### src/design/fsq_pkg.sv
/*
 * Package for the flash erase/suspend host controller: register map,
 * field positions, command bytes, pin bundle and timing counts.
 * Assumes a 25 MHz system clock and an 8-bit wide flash data bus.
 */
// Functional notes
// Device drops commands during erase except suspend/reset.
// Reads during block erase return status word.
// Erase error holds status until read/reset; host and model clear it only on a reset, not on a read.
// Erased unprotected blocks read all ones.
// Suspend is one write, halts within 15us.
// Early suspend immediate; no blocks after resume.
// Suspended: other blocks normal, erasing give status.
// Auto select in suspend; reset returns to suspend.
// Only resume restarts; suspend repeatable.
// Any read during program/erase gives status.
// Polling bit inverts programmed bit seven.
// Polling bit reads zero during erase.
// Polling bit reads one once suspended.
// Toggle bit inverts on every status read.
// Toggle bit stops once suspended.
// Error bit set on failure; host resets first.
// Programming zero to one stays zero.
// Erase timer bit zero until erasing starts.
// Alternate toggle inverts only in erasing blocks.
// Alternate toggle keeps inverting while suspended.
// After erase error alternate toggle marks bad blocks.
// Host ignores undefined status bits.
// Host adds blocks within 50us of previous.
// Ready/busy low while busy, high when suspended.
package fsq_pkg;
    localparam int CLK_MHZ = 25;
    localparam int T_ACCESS_NS = 45;
    localparam int T_SUSPEND_NS = 15000;
    localparam int T_ADD_WINDOW_NS = 50000;
    localparam int CYC_STROBE = (T_ACCESS_NS * CLK_MHZ + 999) / 1000 + 1;
    localparam int CYC_SUSPEND = (T_SUSPEND_NS * CLK_MHZ) / 1000;
    localparam int CYC_WINDOW = (T_ADD_WINDOW_NS * CLK_MHZ) / 1000;
    localparam int CNT_W = 12;

    localparam int ADDR_W = 19;
    localparam int DATA_W = 8;

    localparam logic [4:0] REG_CTRL = 5'h00;
    localparam logic [4:0] REG_ADDR = 5'h04;
    localparam logic [4:0] REG_WDATA = 5'h08;
    localparam logic [4:0] REG_STAT = 5'h0C;
    localparam logic [4:0] REG_RDATA = 5'h10;

    localparam int CTRL_OP_LSB = 0;
    localparam int CTRL_RST_PIN = 8;
    localparam logic [8:0] CTRL_RESET = 9'h100;

    localparam int ST_BUSY = 0;
    localparam int ST_OK = 1;
    localparam int ST_ERROR = 2;
    localparam int ST_SUSP = 3;
    localparam int ST_REFUSED = 4;
    localparam int ST_TIMEOUT = 5;
    localparam int ST_WINDOW = 6;
    localparam int ST_RDY = 7;

    localparam int DQ_POLL = 7;
    localparam int DQ_TOGGLE = 6;
    localparam int DQ_ERROR = 5;
    localparam int DQ_TIMER = 3;
    localparam int DQ_ALT = 2;
    localparam logic [7:0] DQ_DEFINED = 8'hEC;

    localparam logic [7:0] CMD_SUSPEND = 8'hB0;
    localparam logic [7:0] CMD_RESUME = 8'h30;
    localparam logic [7:0] CMD_BLOCK = 8'h30;
    localparam logic [7:0] CMD_RESET = 8'hF0;

    typedef enum logic [3:0] {
        OP_NONE = 4'h0,
        OP_WRITE = 4'h1,
        OP_READ = 4'h2,
        OP_POLL = 4'h3,
        OP_SUSPEND = 4'h4,
        OP_RESUME = 4'h5,
        OP_RESET = 4'h6,
        OP_BLOCK_FIRST = 4'h7,
        OP_BLOCK_ADD = 4'h8
    } fsq_op_e;

    typedef struct packed {
        logic ce_n;
        logic oe_n;
        logic we_n;
        logic [ADDR_W-1:0] addr;
        logic [DATA_W-1:0] dq_out;
        logic dq_oe;
    } fsq_pins_s;

    typedef struct packed {
        logic is_wr;
        logic [ADDR_W-1:0] addr;
        logic [DATA_W-1:0] wdata;
    } fsq_cyc_s;
endpackage

### src/design/fsq_buscyc.sv
/*
 * One asynchronous flash bus cycle, read or write, timed in clocks.
 * Assumes the flash data lines are sampled synchronously to clk.
 */
`timescale 1ns/100ps
module fsq_buscyc (
    input wire logic clk,
    input wire logic resetn,
    input wire logic req,
    input wire fsq_pkg::fsq_cyc_s cyc,
    input wire logic [fsq_pkg::DATA_W-1:0] dq_in,
    output fsq_pkg::fsq_pins_s pins,
    output logic done,
    output logic [fsq_pkg::DATA_W-1:0] rdata
);
    import fsq_pkg::*;

    typedef enum logic [1:0] {
        CY_IDLE = 2'b00,
        CY_STROBE = 2'b01,
        CY_RECOVER = 2'b10
    } fsq_cy_e;

    localparam logic [3:0] STROBE_LAST = 4'(CYC_STROBE - 1);

    fsq_cy_e state_q;
    logic [3:0] cnt_q;
    wire start = (state_q == CY_IDLE) && req && !done;
    wire strobe_end = (state_q == CY_STROBE) && (cnt_q == STROBE_LAST);

    always_ff @(posedge clk or negedge resetn) begin
        if (!resetn) begin
            state_q <= CY_IDLE;
            cnt_q <= 4'h0;
            pins <= '{ce_n: 1'b1, oe_n: 1'b1, we_n: 1'b1, addr: '0, dq_out: '0, dq_oe: 1'b0};
            done <= 1'b0;
            rdata <= 8'h00;
        end else begin
            done <= 1'b0;
            unique case (state_q)
                CY_IDLE: begin
                    if (start) begin
                        state_q <= CY_STROBE;
                        cnt_q <= 4'h0;
                        pins.addr <= cyc.addr;
                        pins.dq_out <= cyc.wdata;
                        pins.dq_oe <= cyc.is_wr;
                        pins.ce_n <= 1'b0;
                        pins.oe_n <= cyc.is_wr;
                        pins.we_n <= !cyc.is_wr;
                    end
                end
                CY_STROBE: begin
                    cnt_q <= cnt_q + 4'h1;
                    if (strobe_end) begin
                        state_q <= CY_RECOVER;
                        rdata <= dq_in;
                        pins.ce_n <= 1'b1;
                        pins.oe_n <= 1'b1;
                        pins.we_n <= 1'b1;
                    end
                end
                CY_RECOVER: begin
                    // Data held one cycle past the rising strobe for hold time
                    pins.dq_oe <= 1'b0;
                    state_q <= CY_IDLE;
                    done <= 1'b1;
                end
            endcase
        end
    end
endmodule

### src/design/fsq_host.sv
/*
 * Host controller for a parallel flash program/erase engine: Wishbone
 * registers, erase suspend/resume, toggle polling and block-add window.
 * Assumes a classic Wishbone master on clk and the flash pins synchronous.
 */
// The implementer's own choices: the register addresses and the Wishbone slave port.
`timescale 1ns/100ps
module fsq_host (
    input wire logic clk,
    input wire logic resetn,
    input wire logic wb_cyc_i,
    input wire logic wb_stb_i,
    input wire logic wb_we_i,
    input wire logic [4:0] wb_adr_i,
    input wire logic [3:0] wb_sel_i,
    input wire logic [31:0] wb_dat_i,
    output logic [31:0] wb_dat_o,
    output logic wb_ack_o,
    output logic flash_ce_n,
    output logic flash_oe_n,
    output logic flash_we_n,
    output logic flash_rst_n,
    output logic [fsq_pkg::ADDR_W-1:0] flash_addr,
    output logic [fsq_pkg::DATA_W-1:0] flash_dq_o,
    output logic flash_dq_oe,
    input wire logic [fsq_pkg::DATA_W-1:0] flash_dq_i,
    input wire logic ready_busy_out
);
    import fsq_pkg::*;

    typedef enum logic [2:0] {
        M_IDLE = 3'b000,
        M_WRITE = 3'b001,
        M_READ = 3'b010,
        M_POLL1 = 3'b011,
        M_POLL2 = 3'b100,
        M_POLL3 = 3'b101,
        M_POLL4 = 3'b110
    } fsq_main_e;

    fsq_main_e state_q;
    fsq_op_e op_q;
    logic [ADDR_W-1:0] addr_q;
    logic [DATA_W-1:0] wdata_q;
    logic [DATA_W-1:0] rdata_q;
    logic [DATA_W-1:0] prev_q;
    logic [DATA_W-1:0] last_status_q;
    logic rst_pin_q;
    logic ok_q, err_q, susp_q, refused_q, timeout_q, rdy_q;
    logic win_open_q;
    logic [CNT_W-1:0] win_cnt_q;
    logic [CNT_W-1:0] susp_cnt_q;
    logic req_q;
    logic ack_q;
    logic [31:0] dat_q;
    fsq_cyc_s cyc_q;
    fsq_pins_s pins;
    logic cyc_done;
    logic [DATA_W-1:0] cyc_rdata;

    fsq_buscyc u_cyc (
        .clk(clk),
        .resetn(resetn),
        .req(req_q),
        .cyc(cyc_q),
        .dq_in(flash_dq_i),
        .pins(pins),
        .done(cyc_done),
        .rdata(cyc_rdata)
    );

    assign flash_ce_n = pins.ce_n;
    assign flash_oe_n = pins.oe_n;
    assign flash_we_n = pins.we_n;
    assign flash_addr = pins.addr;
    assign flash_dq_o = pins.dq_out;
    assign flash_dq_oe = pins.dq_oe;
    assign flash_rst_n = rst_pin_q;

    // Bus decode; register writes land on the acknowledging edge
    wire bus_req = wb_cyc_i && wb_stb_i;
    wire bus_wr = bus_req && wb_we_i && ack_q;
    wire wr_ctrl = bus_wr && (wb_adr_i == REG_CTRL) && wb_sel_i[0];
    wire wr_addr = bus_wr && (wb_adr_i == REG_ADDR);
    wire wr_wdata = bus_wr && (wb_adr_i == REG_WDATA) && wb_sel_i[0];
    wire [3:0] op_field = wb_dat_i[CTRL_OP_LSB +: 4];
    wire busy = (state_q != M_IDLE);
    wire [DATA_W-1:0] masked = cyc_rdata & DQ_DEFINED;
    wire [7:0] stat_word = {rdy_q, win_open_q, timeout_q, refused_q,
                            susp_q, err_q, ok_q, busy};

    // only a reset is accepted while an error stands
    wire err_block = err_q && (op_field != OP_RESET);
    // extra blocks only inside the open window
    wire win_block = (op_field == OP_BLOCK_ADD) && !win_open_q;
    wire op_valid = (op_field >= OP_WRITE) && (op_field <= OP_BLOCK_ADD);
    wire launch = wr_ctrl && !busy && op_valid && !err_block && !win_block;
    wire refuse = wr_ctrl && op_valid && !launch;

    wire toggle_same = (cyc_rdata[DQ_TOGGLE] == prev_q[DQ_TOGGLE]);
    wire susp_expired = (susp_cnt_q >= CNT_W'(CYC_SUSPEND));
    wire win_expired = (win_cnt_q >= CNT_W'(CYC_WINDOW - 1));
    wire poll_done = cyc_done && (state_q == M_POLL2);
    wire fail_done = cyc_done && (state_q == M_POLL4);

    wire [ADDR_W-1:0] wb_addr_val = wb_dat_i[ADDR_W-1:0];
    wire [31:0] rd_mux = (wb_adr_i == REG_CTRL) ? {23'h0, rst_pin_q, 4'h0, op_q} :
                         (wb_adr_i == REG_ADDR) ? {13'h0, addr_q} :
                         (wb_adr_i == REG_WDATA) ? {24'h0, wdata_q} :
                         (wb_adr_i == REG_STAT) ? {16'h0, last_status_q, stat_word} :
                         (wb_adr_i == REG_RDATA) ? {24'h0, rdata_q} : 32'h0;

    always_ff @(posedge clk or negedge resetn) begin
        if (!resetn) begin
            ack_q <= 1'b0;
            dat_q <= 32'h0;
        end else begin
            ack_q <= bus_req && !ack_q;
            dat_q <= rd_mux;
        end
    end
    assign wb_ack_o = ack_q;
    assign wb_dat_o = dat_q;

    always_ff @(posedge clk or negedge resetn) begin
        if (!resetn) begin
            addr_q <= '0;
            wdata_q <= 8'h00;
            rst_pin_q <= CTRL_RESET[CTRL_RST_PIN];
        end else begin
            if (wr_addr) begin
                addr_q <= wb_addr_val;
            end
            if (wr_wdata) begin
                wdata_q <= wb_dat_i[DATA_W-1:0];
            end
            if (wr_ctrl) begin
                rst_pin_q <= wb_dat_i[CTRL_RST_PIN];
            end
        end
    end

    // Cycle request: command byte chosen from the operation
    function automatic fsq_cyc_s first_cycle(input fsq_op_e op, input logic [ADDR_W-1:0] a,
                                            input logic [DATA_W-1:0] d);
        fsq_cyc_s c;
        c.addr = a;
        c.is_wr = 1'b1;
        c.wdata = d;
        unique case (op)
            OP_READ, OP_POLL: c.is_wr = 1'b0;
            OP_SUSPEND: c.wdata = CMD_SUSPEND;
            OP_RESUME: c.wdata = CMD_RESUME;
            OP_RESET: c.wdata = CMD_RESET;
            OP_BLOCK_FIRST, OP_BLOCK_ADD: c.wdata = CMD_BLOCK;
            default: c.wdata = d;
        endcase
        return c;
    endfunction

    wire fsq_op_e new_op = fsq_op_e'(op_field);
    wire fsq_cyc_s launch_cyc = first_cycle(new_op, addr_q, wdata_q);
    wire launch_rd = !launch_cyc.is_wr;
    wire need_poll = (op_q == OP_SUSPEND);

    always_ff @(posedge clk or negedge resetn) begin
        if (!resetn) begin
            state_q <= M_IDLE;
            op_q <= OP_NONE;
            req_q <= 1'b0;
            cyc_q <= '0;
            rdata_q <= 8'h00;
            prev_q <= 8'h00;
            last_status_q <= 8'h00;
            ok_q <= 1'b0;
            err_q <= 1'b0;
            susp_q <= 1'b0;
            refused_q <= 1'b0;
            timeout_q <= 1'b0;
            susp_cnt_q <= '0;
        end else begin
            if (cyc_done) begin
                req_q <= 1'b0;
            end
            if (refuse) begin
                refused_q <= 1'b1;
            end
            if (state_q == M_POLL1 || state_q == M_POLL2) begin
                susp_cnt_q <= susp_cnt_q + CNT_W'(1);
            end
            unique case (state_q)
                M_IDLE: begin
                    if (launch) begin
                        op_q <= new_op;
                        cyc_q <= launch_cyc;
                        req_q <= 1'b1;
                        ok_q <= 1'b0;
                        refused_q <= 1'b0;
                        timeout_q <= 1'b0;
                        susp_cnt_q <= '0;
                        state_q <= launch_rd ? ((new_op == OP_POLL) ? M_POLL1 : M_READ)
                                             : M_WRITE;
                    end
                end
                M_READ: begin
                    if (cyc_done) begin
                        rdata_q <= cyc_rdata;
                        ok_q <= 1'b1;
                        state_q <= M_IDLE;
                    end
                end
                M_WRITE: begin
                    if (cyc_done) begin
                        // only a reset clears the stored error; reads are refused while it stands
                        if (op_q == OP_RESET) begin
                            err_q <= 1'b0;
                        end
                        // resume is the only restart of a suspended erase
                        if (op_q == OP_RESUME) begin
                            susp_q <= 1'b0;
                        end
                        cyc_q.is_wr <= 1'b0;
                        req_q <= need_poll;
                        ok_q <= !need_poll;
                        // after the suspend write, poll for the halt
                        state_q <= need_poll ? M_POLL1 : M_IDLE;
                    end
                end
                M_POLL1, M_POLL3: begin
                    if (cyc_done) begin
                        prev_q <= cyc_rdata;
                        req_q <= 1'b1;
                        state_q <= (state_q == M_POLL1) ? M_POLL2 : M_POLL4;
                    end
                end
                M_POLL2: begin
                    if (poll_done) begin
                        // undefined status bits are dropped
                        last_status_q <= masked;
                        rdata_q <= cyc_rdata;
                        // toggle stopped means the engine is quiet
                        if (toggle_same) begin
                            ok_q <= 1'b1;
                            // stopped toggle marks the suspend complete
                            if (op_q == OP_SUSPEND) begin
                                susp_q <= 1'b1;
                            end
                            state_q <= M_IDLE;
                        // error bit seen, confirm with two reads
                        end else if (cyc_rdata[DQ_ERROR]) begin
                            req_q <= 1'b1;
                            state_q <= M_POLL3;
                        // suspend not honoured within its bound
                        end else if (op_q == OP_SUSPEND && susp_expired) begin
                            timeout_q <= 1'b1;
                            state_q <= M_IDLE;
                        end else begin
                            req_q <= 1'b1;
                            state_q <= M_POLL1;
                        end
                    end
                end
                M_POLL4: begin
                    if (fail_done) begin
                        last_status_q <= masked;
                        rdata_q <= cyc_rdata;
                        // still toggling after error means a failed operation
                        err_q <= !toggle_same;
                        ok_q <= toggle_same;
                        state_q <= M_IDLE;
                    end
                end
                default: state_q <= M_IDLE;
            endcase
        end
    end

    // block-add window, restarted by each selected block
    always_ff @(posedge clk or negedge resetn) begin
        if (!resetn) begin
            win_open_q <= 1'b0;
            win_cnt_q <= '0;
        end else if (launch && (new_op == OP_BLOCK_FIRST || new_op == OP_BLOCK_ADD)) begin
            win_open_q <= 1'b1;
            win_cnt_q <= '0;
        // no additions once suspended or resumed
        end else if (launch && (new_op == OP_SUSPEND || new_op == OP_RESUME)) begin
            win_open_q <= 1'b0;
        // timer bit at one means erasing has begun
        end else if (poll_done && cyc_rdata[DQ_TIMER]) begin
            win_open_q <= 1'b0;
        end else if (win_open_q) begin
            win_cnt_q <= win_cnt_q + CNT_W'(1);
            if (win_expired) begin
                win_open_q <= 1'b0;
            end
        end
    end

    // ready/busy level kept for software
    always_ff @(posedge clk or negedge resetn) begin
        if (!resetn) begin
            rdy_q <= 1'b0;
        end else begin
            rdy_q <= ready_busy_out;
        end
    end
endmodule

### config.mk
export PLATFORM = sky130hd
export DESIGN_NAME = fsq_host
export DESIGN_NICKNAME = d
export VERILOG_FILES = /design/src/design/fsq_pkg.sv /design/src/design/fsq_buscyc.sv /design/src/design/fsq_host.sv
export SDC_FILE = /design/constraint.sdc
export NUM_CORES = 1
export LEC_CHECK = 0
export BUFFER_PORTS_ARGS = -buffer_cell sky130_fd_sc_hd__buf_4
export CORE_MARGIN = 5
export CORE_UTILIZATION = 45
export DETAILED_ROUTE_END_ITERATION = 7
export PLACE_DENSITY = 0.7
export SLEW_MARGIN = 20
export SYNTH_ARGS = -nofsm -noshare
export SYNTH_HDL_FRONTEND = slang
export SYNTH_SLANG_ARGS = --single-unit
### constraint.sdc
create_clock -name clk -period 2.46 [get_ports clk]
set_input_delay 0.369 -clock clk [delete_from_list [all_inputs] [get_ports clk]]
set_output_delay 0.369 -clock clk [all_outputs]
set_load 0.01 [all_outputs]
== Word level (Yosys, flattened, before mapping) ==
Index checks and enable logic that the tools add are counted.
Word-level totals
  bits in registers: 184
  bits of input ports: 55
  output and inout bits: 65
  word-level logic and storage cells: 243
Operators by class
  add/subtract/negate cells: 3
  magnitude comparators: 4
  eq/ne operators: 42
  muxes and demuxes: 87
  reduce and logical (&&, ||, !) cells: 74
Operator list (number)
  $mux 12: 7
  $mux 8: 6
  $pmux 8 s3: 2
  $mux 1: 38
  $mux 19: 2
  $mux 16: 2
  $mux 31: 1
  $eq 4x3->1 const B: 7
  $mux 28: 1
  $logic_and 1x1->1: 27
  $mux 3: 9
  $add 12x1->12 const B: 2
  $ne 2x2->1 const B: 11
  $pmux 3 s6: 1
  $reduce_and 6->1: 3
  $pmux 8 s2: 1
  $reduce_bool 2->1: 8
  $reduce_and 2->1: 7
  $eq 4x2->1 const B: 3
  $ge 12x11->1 const B: 1
  $ge 12x9->1 const B: 1
  $mux 2: 6
  $ne 2x1->1 const B: 6
  $reduce_and 3->1: 4
  other kinds (32): 54

== Logic depth before layout (Yosys ltp) ==
Gate-level depths: netlist of run 1.
  word-level depth: 14
  depth in mapped cells: 8
  gate-level depth less buffers: 7

== By module ==
A second synthesis of run 1 with hierarchy kept.
Second synthesis, totals
  cell total of the unflattened synthesis: 695
  area, all modules: 8046.5 um2
Modules (own cells, without submodules)
  fsq_host: instances 1, cells each 559, area each 6112.1 um2, sequential area each 3229.3 um2
  fsq_buscyc: instances 1, cells each 136, area each 1934.4 um2, sequential area each 1154.9 um2

== Worst setup path before layout of run 1 ==
OpenSTA, ideal clock, no wires.
  kind: input-to-reg
  start: input port wb_adr_i[1]
  end: register cyc_q[7] in the netlist's numbering
  setup time: 128 ps
  arrival time: 2078 ps
  data required time: 2332 ps
  path slack: 254 ps
  cell stages on the path: 6
  path buffers: 1
  cell sequence: or4_4 -> or3_4 -> nor3_4 -> and3_1 -> buf_4 -> mux2_1
On the way
  word-level cells in the longest chain between the ends: 8
RTL lines
  start: declaration: RTL line fsq_host.sv:14  | input wire logic [4:0] wb_adr_i,
  $logic_not 5->1: RTL line fsq_host.sv:83  | wire wr_ctrl = bus_wr && (wb_adr_i == REG_CTRL) && wb_sel_i[0];
  $logic_and 1x1->1 (2 in series): RTL line fsq_host.sv:83
  $logic_and 1x1->1 (4 in series): RTL line fsq_host.sv:97  | wire launch = wr_ctrl && !busy && op_valid && !err_block && !win_block;
  $reduce_and 2->1 (no line)
  end signal: assignment: RTL line fsq_host.sv:195  | cyc_q <= launch_cyc;
  end: declaration: RTL line fsq_host.sv:56  | fsq_cyc_s cyc_q;
Every way passes these cells.
A chain may end at the register's enable or synchronous reset.

== Worst setup path after layout of run 1 ==
  start: register state_q[0]
  end: register cyc_q[16] in the netlist's numbering
On the way
  word-level cells in the longest chain between the ends: 7
  elaborated cells on any way between the ends: 8
  those cells by class: reduce/logical: 8
RTL lines
  start: declaration: RTL line fsq_host.sv:41  | fsq_main_e state_q;
  start signal: assignment: RTL line fsq_host.sv:201  | state_q <= launch_rd ? ((new_op == OP_POLL) ? M_POLL1 : M_READ)
  start signal: assignment: RTL line fsq_host.sv:226  | state_q <= need_poll ? M_POLL1 : M_IDLE;
  start signal: assignment: RTL line fsq_host.sv:233  | state_q <= (state_q == M_POLL1) ? M_POLL2 : M_POLL4;
  $reduce_bool 3->1: RTL line fsq_host.sv:87  | wire busy = (state_q != M_IDLE);
  $logic_not 1->1: RTL line fsq_host.sv:97
  $logic_and 1x1->1 (4 in series): RTL line fsq_host.sv:97
  $reduce_and 2->1 (no line) *
Every way passes the cells marked *; elsewhere a longest branch is shown, timed or not.

==> results of run 1 <==
==> flip-flops by register name, indices dropped and copies added, names as in the netlist, 2 cells and up <==
name           flops
wb_dat_o          19
addr_q            19
u_cyc.state_q      2
u_cyc.cnt_q        4
u_cyc.rdata        8
cyc_q             28
win_cnt_q         12
u_cyc.pins        31
susp_cnt_q        12
state_q            3
wdata_q            8
last_status_q      5
op_q               4
rdata_q            8
==> power groups by stage <==
stage	combinational (µW)	sequential (µW)	clock, µW
final	1610	3600	2870
after global routing	1820	3650	3070
after CTS	1630	3590	2950
after detailed placement	1620	3640	0
after global placement	1580	3630	0
after floorplan	1100	3570	0
==> through the flow <==
stage	utilization, %	power [µW]	setup slack (ps)
5_1_grt	54.60	8533	186.3
4_1_cts	54.60	8171	246.3
6_report	54.60	8073	247.4
3_3_place_gp	50.99	5215	125.7
3_5_place_dp	50.99	5259	131.4
2_1_floorplan	-	4674	254.2
==> cell usage in the layout, fill, tap and decap left out, types with 8 or more instances in the layout <==
master     Yosys  routed
ha_1           9       9
inv_1         19      19
mux2_2        92      92
mux2i_1       16      16
xor2_1         9       9
a21oi_1       28      28
o21ai_0       51      51
dfrtp_1      171     171
nor2b_1       11      11
buf_4         17     116
clkbuf_16      0      17
nor3_1         8       8
nand4_1        8       8
or3_1         12      12
conb_1         1      13
nand3_1       10      10
and2_1        10      10
nand2_1       69      69
nor2_1        49      49
==> worst max-delay path: cells and delay by family, from the launching register on <==
family / cells / cell delay (ps)
buffers and inverters: 1 / 220
muxes: 1 / 350
and+or+nand+nor: 3 / 1070
DFF: 1 / 430
==> logic make-up after synthesis <==
logic type                 after synthesis  synth area share, %
AOI/OAI and AO/OA                      124                9.388
xor gates and xnor gates                15                1.624
adders and majority gates               10                1.516
buffers and inverters                   69                4.237
DFF                                    175                54.19
muxes                                  109                14.92
other                                    1              0.04635
and+or+nand+nor                        219                14.07
==> routing by layer <==
layer	vias up	track usage (%)
met5	-	0
met4	0	5.946
met3	21	3.075
met2	115	28.10
met1	2746	24.06
li1	2741	-
==> cell type report <==
class / count / area, µm² / share of cell area, %
Tap cell: 229 / 286.5 / 2.942
Clock inverter: 14 / 195.2 / 2.004
Timing Repair Buffer: 121 / 952.2 / 9.775
Sequential cell: 175 / 4384 / 45.01
Multi-Input combinational cell: 490 / 3408 / 34.99
Inverter: 20 / 75.07 / 0.7707
Clock buffer: 18 / 439.2 / 4.509
==> worst paths after layout <==
path	from	slack (ps)	endpoint	cells past startpoint
max	state_q[0]$_DFFE_PN0P_	250	cyc_q[16]$_DFFE_PN0P_	5
min	ready_busy_out	50	rdy_q$_DFF_PN0_	1
max reg2reg	state_q[0]$_DFFE_PN0P_	250	cyc_q[16]$_DFFE_PN0P_	5
min reg2reg	wb_ack_o$_DFF_PN0_	450	wb_ack_o$_DFF_PN0_	1
max in group asynchronous	resetn	1270	u_cyc.pins[29]$_DFFE_PN1P_	3
min in group asynchronous	resetn	480	win_cnt_q[0]$_DFFE_PN0P_	2
==> results by group, run 1 <==
Power and ir drop
  – Clock share of power: 35.6%
  – Internal power: 5665 µW
  – Sw Pwr: 2408 µW
  – Sw Ratio: between 20% and 30%
  – Logic pwr share: roughly a fifth
  – Worst vdd ir: 0.5700 mV
  – Leakage: 0.004629 µW
  – Flop pwr share: around 45%
  – P per Cell Area: 828.8 nW/µm²

Timing
  – Unrepaired setup endpoints after global routing: false
  – Fmax: 451.9 MHz
  – Setup_tns: 0 ps
  – Hold WS: 45.22 ps
  – Fin. max-slew vios: 0
  – Final Hold Viols: 0
  – Count of final setup violators: 0
  – Period utilization: 89.95%
  – Worst-margin pin slew: 570.9 ps
  – Max_slew headroom: 61.94%
  – Post-layout min period: 2213 ps
  – Worst Clk Skew: 10.36 ps

Logic synthesis
  – Number of flops mapped to enable cells by yosys: 0
  – Cell with the most instances after synthesis: dfrtp_1
  – Yosys cell types: 66
  – Cell taking the most area after synthesis: dfrtp_1
  – Sequential area share after synthesis: between 50% and 60%
  – Synthesis-stage register bit count: 175
  – Synth async-reset ratio: 100.0%
  – Yosys Warn Count: 0
  – Netlist area before placement: approximately 8100 µm²
  – Synth area leaders: dfrtp_1 (53%), mux2_2 (13%), nand2_1 (3.2%)
  – Synth top cells by count: dfrtp_1 (171), mux2_2 (92), nand2_1 (69)
  – Primary FF master, synth: dfrtp_1
  – Mapped Cells: 722
  – Syn_area_per_cell: 11.21 µm²
  – Top-area cell type share of the netlist area: 52.89%

CTS
  – Root Driver: clkbuf_16
  – CTS resizes: 0
  – Clk_lat worst skew: 430 ps
  – Clk slew on worst S/H paths: around 70 ps
  – Cts bufs inserted: 17
  – CTS sink cnt: between 150 and 200
  – Post-CTS setup buffers: 0
  – CTS tree: built
  – Clock tree buffer depth: 2
  – Post-CTS Hold Buffers: 1
  – H-Tree Level Count: 4

Routing
  – Remaining DRCs: 0
  – Via count: 5623
  – DR top layer: met4
  – DR WL met3: approximately 800 µm
  – 1st-iter DRT viols: around 420
  – Post-Route WL: 17640 µm
  – Via-to-Cell Ratio: 5.270
  – Avg WL per Cell: 16.53 µm
  – Metal2 WL: 8686 µm
  – WL met1: between 7000 and 8000 µm
  – ANT nets after route: 0
  – DRT Pass-1 Iters: 4

Placed design
  – # port buffers: 90
  – Dpl cells: 1034
  – Final RePlAce weighted congestion: roughly 0.86
  – Post-DP Area: 9096 µm²
  – Post-DP HPWL: 12660 µm

Worst setup path
  – Crit path DAT: 2520 ps
  – Highest-delay cell along the critical path: or3_1
  – Crit-path max FO: 29
  – Critical Path RT: 2770 ps
  – Crit. End Element: flop
  – Critical-path cell list: or3_1 > nor3_1 > and4_1 > buf_12 > mux2_2
  – CP peak stage delay: 490 ps
  – CP Launch Type: flop
  – Crit path kind: reg2reg

GRT
  – First-pass GRT wire length: 28590 µm
  – GR Overflow Total: 0
  – Vias in the first global route: around 5500
  – Pin count of the biggest net entering global routing: 58
  – Total Routing Usage GR: 17.47%
  – Initial antenna violation count: 0

Layout
  – Final #Nets: 889
  – Area growth syn-to-layout: 20.40%
  – Finished Layout Cells: 1067
  – Antenna cells: 0
  – Proportion of layout cells with a drive suffix above 1: 31.26%
  – Design area: 9741 µm²
  – # fillers: 1546

Floorplanning
  – Die X: around 140 µm
  – Die ar.: 20760 µm²
  – Rows: 49
  – Num ports: 120
  – Initial Util: 45.35%
  – Core box area: 17840 µm²
  – Chip height: 144.1 µm

Run status
  – Status: completed

Hold path
  – Worst hold path class: in2reg

Flow run
  – Max-cap violation count: 0
Note: power is estimated with default switching activity, not from simulation.
==> run 2, diff against run 1 <==
--- a/config.mk
+++ b/config.mk
@@ -6,10 +6,13 @@
 export NUM_CORES = 1
 export LEC_CHECK = 0
 export BUFFER_PORTS_ARGS = -buffer_cell sky130_fd_sc_hd__buf_4
+export CELL_PAD_IN_SITES_DETAIL_PLACEMENT = 1
+export CELL_PAD_IN_SITES_GLOBAL_PLACEMENT = 1
 export CORE_MARGIN = 5
-export CORE_UTILIZATION = 45
+export CORE_UTILIZATION = 41
 export DETAILED_ROUTE_END_ITERATION = 7
-export PLACE_DENSITY = 0.7
+export PLACE_DENSITY = 0.81
+export SKIP_LAST_GASP = 1
 export SLEW_MARGIN = 20
 export SYNTH_ARGS = -nofsm -noshare
 export SYNTH_HDL_FRONTEND = slang
==> constraint.sdc (replaced) <==
create_clock -name clk -period 2 [get_ports clk]
set_input_delay 0.3 -clock clk [delete_from_list [all_inputs] [get_ports clk]]
set_output_delay 0.3 -clock clk [all_outputs]
set_load 0.01 [all_outputs]
==> run 2 against run 1 <==
Effect of this change:
- hold slack better by 26 ps
- routed wire length rose by 27%
- total power is 26% higher
- final cell count is 6.9% higher
- core utilization decreased by 2.5 points
- die area rose by 9.1%
- clock power up 21%
- clock-buffer cell count is 1 lower
==> results by group, run 2 (synthesis gave the netlist of run 1 again) <==
Worst setup path
  – CP Launch Type: flop
  – Critical Path RT: 2310 ps (-460 ps)
  – Worst r2r path cells: 4 (-1)
  – Reg2reg end: state_q[0]$_DFFE_PN0P_
  – Crit path DAT: 2270 ps (-250 ps)
  – CP endpoint: state_q[0]$_DFFE_PN0P_
  – Launch point of the worst reg-to-reg path: op_q[1]$_DFFE_PN0P_
  – CP peak stage delay: 790 ps (+300 ps)
  – Crit. End Element: flop
  – Critical-path cell list: or4b_2 > nor4_2 > nand2b_1 > a32oi_1
  – R2R setup slack: 40 ps (-210 ps)
  – Highest-delay cell along the critical path: or4b_2
  – Crit path kind: reg2reg
  – Crit-path max FO: 6 (-79%)
  – Worst Setup SP: op_q[1]$_DFFE_PN0P_

CTS
  – Clock tree buffer depth: 2 (unchanged)
  – Clk slew on worst S/H paths: 80 ps (about the same)
  – H-Tree Level Count: 4 (unchanged)
  – Cts bufs inserted: 17 (unchanged)
  – CTS sink cnt: 175 (unchanged)
  – CTS tree: built
  – Root Driver: clkbuf_16
  – Clk_lat worst skew: 440 ps (about the same)

GRT
  – Vias in the first global route: 6584 (+20%)
  – GRT Max-Usage Layer: met2
  – Total Routing Usage GR: 20.32% (+2.8 points)
  – Pin count of the biggest net entering global routing: 43 (-26%)
  – GRT met3 Usage: 3.492% (+0.42 points)
  – GR Util met2: 35.57% (+7.5 points)
  – First-pass GRT wire length: 35940 µm (+26%)
  – Initial antenna violation count: 0 (unchanged)
  – Met1 usage: 25.41% (+1.3 points)
  – GR Overflow Total: 0 (unchanged)

Power and ir drop
  – Total power: 10160 µW (+26%)
  – Worst vdd ir: 0.5936 mV (+4.2%)
  – P per Cell Area: 1001 nW/µm² (+21%)
  – Leakage: 0.004831 µW (+4.4%)

Timing
  – Hold WS: 71.56 ps (+26.34 ps)
  – Fin. max-slew vios: 0 (unchanged)
  – Fmax: 510.3 MHz (+13%)
  – Post-layout min period: 1960 ps (-253.1 ps)
  – Worst-margin pin slew: 546.0 ps (-24.85 ps)
  – Unrepaired setup endpoints after global routing: true
  – Max_slew headroom: 63.52% (+1.6 points)
  – Worst Clk Skew: 13.78 ps (+3.419 ps)
  – Setup ws final: 40.45 ps (-206.9 ps)
  – Count of final setup violators: 0 (unchanged)
  – Period utilization: 97.98% (+8.0 points)
  – Final Hold Viols: 0 (unchanged)

Layout
  – Finished Layout Cells: 1141 (+6.9%)
  – Max reg flops: 31 (unchanged)
  – Largest Register: u_cyc.pins
  – Commonest non-fill, non-tap cells in the layout: dfrtp_1 (170), buf_4 (149), mux2_2 (92), nand2_1 (69), o21ai_0 (51)
  – Regs by FF count: u_cyc.pins: 31 flops, cyc_q: 28 flops
  – Commonest non-fill, non-tap cell in the layout: dfrtp_1
  – Area growth syn-to-layout: 25.44%
  – Antenna cells: 0 (unchanged)
  – Design area: 10150 µm² (+4.2%)
  – Final #Nets: 927 (+4.3%)
  – Proportion of layout cells with a drive suffix above 1: 35.05% (+3.8 points)

Routing
  – Via-to-Cell Ratio: 5.405 (+2.6%)
  – ANT nets after route: 0 (unchanged)
  – 1st-iter DRT viols: 295 (-30%)
  – Avg WL per Cell: 19.65 µm (+19%)
  – Via count: 6167 (+9.7%)
  – DRT Pass-1 Iters: 4 (unchanged)
  – Post-Route WL: 22420 µm (+27%)
  – Remaining DRCs: 0 (unchanged)

Floorplanning
  – Die X: 150.5 µm (+4.4%)
  – Die ar.: 22640 µm² (+9.1%)
  – Core box area: 19460 µm² (+9.1%)
  – Rows: 51 (+4.1%)
  – Num ports: 120 (unchanged)
  – Initial Util: 41.57% (-3.8 points)
  – Chip height: 150.5 µm (+4.4%)

Hold path
  – Worst hold path class: in2reg
  – Hold Path Depth: 3 (+2)

Placed design
  – Final RePlAce weighted congestion: 0.8110 (-5.7%)
  – Dpl cells: 1103 (+6.7%)
  – Post-DP Area: 9443 µm² (+3.8%)
  – # port buffers: 90 (unchanged)
  – Post-DP HPWL: 15430 µm (+22%)
  – Dpl ws: -233.6 ps (-365.1 ps)

Flow run
  – Max-cap violation count: 0 (unchanged)

Run status
  – Status: completed
run 2: what timing repair did:
action                     4_1_cts  5_1_grt
buffers inserted                 0        4
setup endpoints to repair       26       22
resized for setup                4        4
hold endpoints to repair        33        0
hold buffers                     2        0
pin swaps                        0        2
cloned                           0        0
run 2: metrics by stage:
stage	TNS, ps	utilization, %
floorplan	-1088	-
global placement	-6774	48.52
detailed placement	-9009	48.52
CTS	0	51.93
global route	-16.15	52.14
finish	0	52.14
run 2: per-layer routing:
metal | part of all wire (%) | wire length, µm
met3 | 4.5 | 1000
met5 | 0 | 0
met2 | 52 | 11720
met4 | 1.9 | 415
met1 | 41 | 9287
run 2: power breakdown:
part | total [µW] | switching (µW) | internal, µW | leakage [µW]
registers | 4420 | 389 | 4030 | 0.00224
logic | 2290 | 1240 | 1050 | 0.00229
clock network | 3460 | 1730 | 1730 | 0.000302
total | 10200 | 3350 | 6810 | 0.00483
run 2: worst min-delay path by stage:
stage,slack [ps],to,start
after floorplan,4,addr_q[0]$_DFFE_PN0P_,resetn
after global placement,230,u_cyc.pins[5]$_DFFE_PN0P_,resetn
after detailed placement,230,u_cyc.pins[5]$_DFFE_PN0P_,resetn
after CTS,70,u_cyc.rdata[5]$_DFFE_PN0P_,flash_dq_i[5]
after global routing,80,addr_q[17]$_DFFE_PN0P_,wb_dat_i[17]
final,70,u_cyc.rdata[5]$_DFFE_PN0P_,flash_dq_i[5]
run 2: critical path: cells and delay by family (launching register included):
family,cells,cell delay (ps)
AOI/OAI and AO/OA,1,90
DFF,1,380
and+or+nand+nor,3,1360
run 2: cell type report:
class                   instances  area (µm²)
clock buffers                  17       425.4
clock inverters                15       203.9
fillers                      2075        9314
inverters                      20       75.07
multi-input cells             490        3437
flip-flops and latches        175        4385
well taps                     265       331.6
repair buffers                159        1290
